<file path="src/core/tlic_pkg.sv">
// Package for the two-level interrupt combiner: register map and widths.
// Assumes a 32-bit APB slave on core_clk and 32 first-level sources.
package tlic_pkg;

  // ==========================================================================
  // Widths
  localparam int unsigned SRC_COUNT   = 32;
  localparam int unsigned ADDR_WIDTH  = 12;
  localparam int unsigned GPIO_PINS   = 28;
  localparam int unsigned GPIO_SINGLE = 11;

  // ==========================================================================
  // Register byte offsets
  localparam logic [11:0] OFS_NORMAL_PEND  = 12'h000;
  localparam logic [11:0] OFS_SOURCE_MASK  = 12'h004;
  localparam logic [11:0] OFS_LEVEL_SELECT = 12'h008;
  localparam logic [11:0] OFS_FAST_PEND    = 12'h00c;
  localparam logic [11:0] OFS_OVERALL_PEND = 12'h010;
  localparam logic [11:0] OFS_CONTROL      = 12'h014;

  // ==========================================================================
  // Reset values and control fields
  localparam logic [31:0] MASK_RESET   = 32'h00000000;
  localparam logic [31:0] LEVEL_RESET  = 32'h00000000;
  localparam int unsigned CTL_IDLE_BIT = 0;
  localparam logic [31:0] ERR_READ     = 32'h00000000;

endpackage : tlic_pkg

</file>
<file path="src/core/tlic_gpio_merge.sv">
// Folds the per-pin edge status flags into first-level request lines.
// Assumes flags come from logic on core_clk, so no synchronisers.
`timescale 1ns/1ps
module tlic_gpio_merge #(
  parameter int unsigned PINS   = 28,
  parameter int unsigned SINGLE = 11
) (
  // Edge status flags from the pin unit
  input  wire logic [PINS-1:0]   pinEdgeStatus,
  // Requests: one per low pin, then one shared
  output logic      [SINGLE:0]   gpioReq
);

  // ==========================================================================
  // Merge
  // separate low pins, shared high
  always_comb begin
    gpioReq = {|pinEdgeStatus[PINS-1:SINGLE], pinEdgeStatus[SINGLE-1:0]};
  end

endmodule : tlic_gpio_merge

</file>
<file path="src/core/tlic_top.sv">
// Two-level interrupt combiner: masking, routing and pending views.
// Assumes an APB master on core_clk and source lines from core_clk logic.
//
// Behaviour
// - Mask each source; route to one output
// - Normal and fast pending hold only enabled, unmasked sources
// - Source reaches normal and fast lines only while unmasked
// - Normal view: unmasked sources routed normal
// - Fast view: unmasked sources routed fast
// - Level select bit picks route per source
// - Request line is OR of unit flags
// - Idle: any enabled request wakes processor
// - Idle wake ignores the mask
// - Pins 10..0 separate, 27..11 shared
// - Overall view read-only, mask ignored
`timescale 1ns/1ps
module tlic_top #(
  parameter int unsigned SRC = 32
) (
  // Clock and reset
  input  wire logic                  core_clk,
  input  wire logic                  rst,
  // APB slave
  input  wire logic                  psel,
  input  wire logic                  penable,
  input  wire logic                  pwrite,
  input  wire logic [11:0]           paddr,
  input  wire logic [31:0]           pwdata,
  output logic      [31:0]           prdata,
  output logic                       pready,
  output logic                       pslverr,
  // First-level request lines from units 12 to 31
  input  wire logic [SRC-1:12]       unitReq,
  // Pin edge status flags from the pin unit
  input  wire logic [27:0]           pinEdgeStatus,
  // Processor interrupt lines and wake
  output logic                       normalIrq,
  output logic                       fastInterruptRequest,
  output logic                       idleWake
);

  // ==========================================================================
  // Declarations
  logic [SRC-1:0] sourceMaskSetting_reg;   // 1 = source passes
  logic [SRC-1:0] sourceMaskSetting_next;
  logic [SRC-1:0] levelSelectSetting_reg;  // 1 = fast route
  logic [SRC-1:0] levelSelectSetting_next;
  logic           idleMode_reg;            // Chip in idle
  logic           idleMode_next;
  logic [SRC-1:0] normalPend_reg;          // Normal pending view
  logic [SRC-1:0] normalPend_next;
  logic [SRC-1:0] fastPend_reg;            // Fast pending view
  logic [SRC-1:0] fastPend_next;
  logic [SRC-1:0] overallPend_reg;         // Overall pending view
  logic [SRC-1:0] overallPend_next;
  logic           normalIrq_reg;
  logic           normalIrq_next;
  logic           fastIrq_reg;
  logic           fastIrq_next;
  logic           wake_reg;
  logic           wake_next;
  logic [31:0]    prdata_reg;
  logic [31:0]    prdata_next;
  logic           pslverr_reg;
  logic           pslverr_next;
  logic [11:0]    gpioReq;                 // Merged pin requests
  logic [SRC-1:0] allReq;                  // Every source line
  logic           apbWrite;
  logic           apbRead;
  logic           addrHit;

  // ==========================================================================
  // Pin flag merge
  tlic_gpio_merge #(
    .PINS   (tlic_pkg::GPIO_PINS),
    .SINGLE (tlic_pkg::GPIO_SINGLE)
  ) u_merge (
    .pinEdgeStatus (pinEdgeStatus),
    .gpioReq       (gpioReq)
  );

  // each unit line and the shared pin line is an OR
  // Units hand over already ORed flags; pin flags 27..11 are ORed here, pins 10..0 pass singly.
  // no per-condition enable here
  assign allReq = {unitReq, gpioReq};

  // ==========================================================================
  // APB decode
  // Zero wait states: the access phase always completes on its first edge.
  assign apbWrite = psel && penable && pwrite;
  assign apbRead  = psel && penable && !pwrite;

  // Known offsets
  function automatic logic mapped(input logic [11:0] a);
    mapped = (a == tlic_pkg::OFS_NORMAL_PEND)  || (a == tlic_pkg::OFS_SOURCE_MASK) ||
             (a == tlic_pkg::OFS_LEVEL_SELECT) || (a == tlic_pkg::OFS_FAST_PEND)   ||
             (a == tlic_pkg::OFS_OVERALL_PEND) || (a == tlic_pkg::OFS_CONTROL);
  endfunction : mapped

  assign addrHit = mapped(paddr);

  // ==========================================================================
  // Settings next state
  always_comb begin
    sourceMaskSetting_next  = sourceMaskSetting_reg;
    levelSelectSetting_next = levelSelectSetting_reg;
    idleMode_next           = idleMode_reg;
    if (apbWrite) begin
      unique case (paddr)
        tlic_pkg::OFS_SOURCE_MASK: begin
          sourceMaskSetting_next = pwdata;
        end
        tlic_pkg::OFS_LEVEL_SELECT: begin
          levelSelectSetting_next = pwdata;
        end
        tlic_pkg::OFS_CONTROL: begin
          idleMode_next = pwdata[tlic_pkg::CTL_IDLE_BIT];
        end
        // Pending views are read-only; writes dropped
        default: begin
        end
      endcase
    end
  end

  // Settings registers
  // reset values are defined although software must still set them
  always_ff @(posedge core_clk) begin
    if (rst) begin
      sourceMaskSetting_reg  <= tlic_pkg::MASK_RESET;
      levelSelectSetting_reg <= tlic_pkg::LEVEL_RESET;
      idleMode_reg           <= 1'b0;
    end else begin
      sourceMaskSetting_reg  <= sourceMaskSetting_next;
      levelSelectSetting_reg <= levelSelectSetting_next;
      idleMode_reg           <= idleMode_next;
    end
  end

  // ==========================================================================
  // Pending views next state
  // Views follow the live lines, so no clear action is kept here.
  always_comb begin
    overallPend_next = allReq;
    normalPend_next  = allReq & sourceMaskSetting_reg & ~levelSelectSetting_reg;
    fastPend_next    = allReq & sourceMaskSetting_reg & levelSelectSetting_reg;
    normalIrq_next   = |normalPend_next;
    fastIrq_next     = |fastPend_next;
    // wake on any request, mask ignored
    wake_next        = idleMode_reg && (|allReq);
  end

  // Pending registers
  // bits drop when unit flags clear
  always_ff @(posedge core_clk) begin
    if (rst) begin
      overallPend_reg <= '0;
      normalPend_reg  <= '0;
      fastPend_reg    <= '0;
      normalIrq_reg   <= 1'b0;
      fastIrq_reg     <= 1'b0;
      wake_reg        <= 1'b0;
    end else begin
      overallPend_reg <= overallPend_next;
      normalPend_reg  <= normalPend_next;
      fastPend_reg    <= fastPend_next;
      normalIrq_reg   <= normalIrq_next;
      fastIrq_reg     <= fastIrq_next;
      wake_reg        <= wake_next;
    end
  end

  // ==========================================================================
  // Read data next state
  // Data is registered during setup so it is stable for the access edge.
  always_comb begin
    prdata_next  = prdata_reg;
    pslverr_next = 1'b0;
    if (psel && !penable) begin
      pslverr_next = !addrHit;
      unique case (paddr)
        tlic_pkg::OFS_NORMAL_PEND:  prdata_next = normalPend_reg;
        tlic_pkg::OFS_SOURCE_MASK:  prdata_next = sourceMaskSetting_reg;
        tlic_pkg::OFS_LEVEL_SELECT: prdata_next = levelSelectSetting_reg;
        tlic_pkg::OFS_FAST_PEND:    prdata_next = fastPend_reg;
        tlic_pkg::OFS_OVERALL_PEND: prdata_next = overallPend_reg;
        tlic_pkg::OFS_CONTROL:      prdata_next = {31'h00000000, idleMode_reg};
        default:                    prdata_next = tlic_pkg::ERR_READ;
      endcase
    end else if (apbRead || apbWrite) begin
      // Hold through the access edge
      prdata_next  = prdata_reg;
      pslverr_next = pslverr_reg;
    end
  end

  // Read data registers
  always_ff @(posedge core_clk) begin
    if (rst) begin
      prdata_reg  <= '0;
      pslverr_reg <= 1'b0;
    end else begin
      prdata_reg  <= prdata_next;
      pslverr_reg <= pslverr_next;
    end
  end

  // ==========================================================================
  // Outputs
  assign prdata               = prdata_reg;
  assign pready               = 1'b1;
  assign pslverr              = pslverr_reg & psel & penable;
  assign normalIrq            = normalIrq_reg;
  assign fastInterruptRequest = fastIrq_reg;
  assign idleWake             = wake_reg;

endmodule : tlic_top

</file>
<file path="config.mk">
export PLATFORM = sky130hd
export DESIGN_NAME = tlic_top
export DESIGN_NICKNAME = d
export VERILOG_FILES = /design/src/core/tlic_pkg.sv /design/src/core/tlic_gpio_merge.sv /design/src/core/tlic_top.sv
export SDC_FILE = /design/constraint.sdc
export NUM_CORES = 1
export LEC_CHECK = 0
export BUFFER_PORTS_ARGS = -buffer_cell sky130_fd_sc_hd__buf_2
export CAP_MARGIN = 20
export CELL_PAD_IN_SITES_DETAIL_PLACEMENT = 1
export CELL_PAD_IN_SITES_GLOBAL_PLACEMENT = 1
export CORE_UTILIZATION = 35
export DETAILED_ROUTE_END_ITERATION = 10
export PLACE_DENSITY_LB_ADDON = 0.1
export SETUP_SLACK_MARGIN = 0.1
export SLEW_MARGIN = 20
export SYNTH_ARGS = -nofsm -noshare
export SYNTH_HDL_FRONTEND = slang
export SYNTH_HIERARCHICAL = 1
export SYNTH_SLANG_ARGS = --single-unit
</file>
<file path="constraint.sdc">
create_clock -name core_clk -period 5.2 [get_ports core_clk]
set_input_delay 0 -clock core_clk [delete_from_list [all_inputs] [get_ports core_clk]]
set_output_delay 0 -clock core_clk [all_outputs]
set_load 0.03 [all_outputs]
</file>
==> flow_summary_export.csv <==
group,metric,value,unit
hold_path,whs_path_depth,3,
global_routing,grt_pass1_vias,7961,
synthesis,netlist_top_cells_area,"dfxtp_1, nand3_1, mux2i_1",
power,p_per_area,300,mW/mm²
timing,finClkSkew,9.74,ps
synthesis,ys_seq_area_share,47.1,%
floorplanning,die_x,157,µm
worst_setup_path,worstPathMaxFanout,33,
synthesis,yosysTopAreaCellShare,47.1,%
worst_setup_path,critPathRequiredTime,5540,ps
power,total_leakage_power,3.91,nW
clock_tree,holdBufCountCts,66,
worst_setup_path,path_delay_family,"simple AND/OR/NAND/NOR gates",
worst_setup_path,critPathSlowestCell,"or3b_2",
floorplanning,die_area,0.0245,mm²
clock_tree,cts_root_buf,"clkbuf_16",
layout,area_delta_synth_final,23.8,%
global_routing,grt_pass1_wl,47100,µm
placement,place_ws,1990,ps
worst_setup_path,arrival,3120,ps
routing,viasPerCell,5.51,
clock_tree,cts_tree,"done",
placement,place_area,0.00911,mm²
worst_setup_path,critical_path_buf_inv_count,2,
layout,fin_nets,1188,
synthesis,ys_seq_elements,197,
worst_setup_path,r2r_slack,3710,ps
synthesis,synth_fp_nets,1038,
worst_setup_path,worstSetupPathType,"primary input to flip-flop",
floorplanning,start_util,35.7,%
timing,tns,0,ps
synthesis,synth-warning-count,6,
global_routing,grt-ovfl-total,0,
global_routing,antenna_found_initial,0,
layout,antenna_cells,0,
floorplanning,ios,134,
clock_tree,clk_path_buf_depth,2,
routing,drc,0,
floorplanning,core_region_area,0.0235,mm²
layout,fillCellCount,2764,
synthesis,ys_types,52,
placement,place_congestion,0.778,
synthesis,yosys.area.top_type,"dfxtp_1",
timing,setup_viol_count_final,0,
synthesis,netlist_area,0.00837,mm²
routing,wl,30700,µm
flow_run,maxCapViolations,0,
layout,design_area,0.0104,mm²
synthesis,syn-instance-count,941,
placement,hpwl,19700,µm
clock_tree,clock-sinks,197,
clock_tree,clk_pin_slew,70,ps
clock_tree,cts.htree.levels,4,
floorplanning,rows,56,
hold_path,whs_endpoint,"overallPend_reg[11]",
worst_setup_path,timing.rr.end,"normalIrq",
power,irDropWorstVdd,0.193,mV
timing,worst_slack,2420,ps
floorplanning,fp.dieH,157,µm
synthesis,async_reset_ff_share,0,%
routing,drt-pass1-iter-count,5,
worst_setup_path,endpoint_kind,"flip-flop",
timing,post-route-min-period,2780,ps
status,status,"complete, no violations",
routing,drt_iter0_markers,462,
routing,wl_per_cell,21.6,µm
hold_path,min_from,"pinEdgeStatus[14]",
clock_tree,post-cts-setup-buffer-count,0,
worst_setup_path,path_cells,"buf_2 > or3b_2 > nor4_4 > buf_4 > a22oi_1 > a221oi_1",
power,power,3.11,mW
worst_setup_path,r2r-start,"levelSelectSetting_reg[10]",
worst_setup_path,reg2reg_depth,3,
synthesis,syn_area_per_cell,8.90,µm²
timing,post-route-period-util,53.5,%
clock_tree,post_cts_resized,0,
routing,via_count,7830,
timing,max_freq,359,MHz
timing,maxSlewViolCount,0,
timing,worst_pin_slew,1110,ps
clock_tree,clk_latency,440,ps
global_routing,grtUsageTotal,25.8,%
timing,rsz0062_at_grt,"false",
synthesis,synth_ff_type,"dfxtp_1",
global_routing,grt_max_degree,65,
layout,drive_gt1_share,18.1,%
routing,ant_nets,0,
clock_tree,numCtsBuffers,17,
hold_path,hold_class,"primary input to flip-flop",
placement,portBuffers,132,
timing,maxSlewHeadroom,26.1,%
worst_setup_path,cp-start-kind,"primary input",
worst_setup_path,cp_slowest_stage_delay,860,ps
synthesis,synth_edf_count,0,
timing,hold_violations,0,
==> layer usage <==
layer	vias up	wire length, µm	track usage, %
met2	160	14600	43.3
met4	0	502	7.28
met3	32	893	2.69
li1	3726	-	-
met1	3912	14700	34.9
met5	-	0	0
==> metrics by stage <==
stage / util, % / cells / hold slack [ps]
final: 44.2 / 1421 / 158
after global routing: 44.2 / 1421 / 196
after CTS: 44.2 / 1421 / 151
after detailed placement: 38.8 / 1325 / 277
after global placement: 38.8 / 1325 / 276
after floorplan: - / 941 / 147
==> Yosys cell counts, types with 3 or more instances <==
| library cell | count |
|---|---|
| a21boi_0 | 15 |
| a21oi_1 | 68 |
| a221oi_1 | 7 |
| a221oi_2 | 10 |
| a22oi_1 | 28 |
| and3_1 | 35 |
| buf_1 | 5 |
| buf_2 | 7 |
| buf_4 | 13 |
| buf_6 | 3 |
| clkbuf_1 | 46 |
| clkbuf_8 | 4 |
| dfxtp_1 | 197 |
| mux2i_1 | 45 |
| nand2_1 | 91 |
| nand3_1 | 97 |
| nand3b_1 | 7 |
| nand4_1 | 12 |
| nor2_1 | 35 |
| nor2b_1 | 35 |
| nor3_1 | 4 |
| nor3b_1 | 3 |
| nor4_1 | 17 |
| o21ai_0 | 75 |
| o21ai_1 | 6 |
| o22ai_1 | 26 |
| o2bb2ai_1 | 16 |
| or2_2 | 4 |
==> area by class of cell <==
type	instances	area, µm²	share of cell area, %
multi-input combinational	665	4020	38.8
sequential	197	3940	38.0
timing repair buffer	210	1410	13.6
clock buffer	20	447	4.31
tap	319	399	3.85
clock inverter	10	145	1.40
==> cells by family after synthesis <==
logic type             share of synthesized area [%]
AND/OR/NAND/NOR                                 22.2
buffers and inverters                           5.04
flip-flops                                      47.1
AO/OA/AOI/OAI                                   20.1
multiplexers                                    5.51
other                                         0.0448
==> worst max path at each step <==
stage,from,end,slack (ps),cells after the start
final,paddr[2],prdata[5],2420,6
after global routing,paddr[2],prdata[5],2250,6
after CTS,paddr[2],prdata[5],2440,6
after detailed placement,paddr[2],prdata[4],1990,6
after global placement,paddr[2],prdata[7],2030,6
after floorplan,paddr[9],prdata[27],3550,6
==> where the power goes <==
part	switching, mW	internal (mW)
sequential	0.00397	1.52
combinational	0.131	0.0861
clock	0.599	0.771
==> worst reg2reg max path: stages (launching register included) <==
cell,delay (ps)
dfxtp_1,470
o22ai_1,140
nor4_1,450
a41oi_1,260
==> layout by cell type (no fill, tap or decap), types with 17 or more instances in the layout <==
cell type / Yosys / layout
clkbuf_16: 0 / 17
nand2_1: 91 / 91
o22ai_1: 26 / 26
a21oi_1: 68 / 68
nor2_1: 35 / 35
nor4_1: 17 / 17
a22oi_1: 28 / 28
mux2i_1: 45 / 45
nor2b_1: 35 / 35
dfxtp_1: 197 / 197
buf_2: 7 / 131
o21ai_0: 75 / 75
nand3_1: 97 / 97
and3_1: 35 / 35
dlygate4sd3_1: 0 / 66
(Power assumes the default switching activity.)
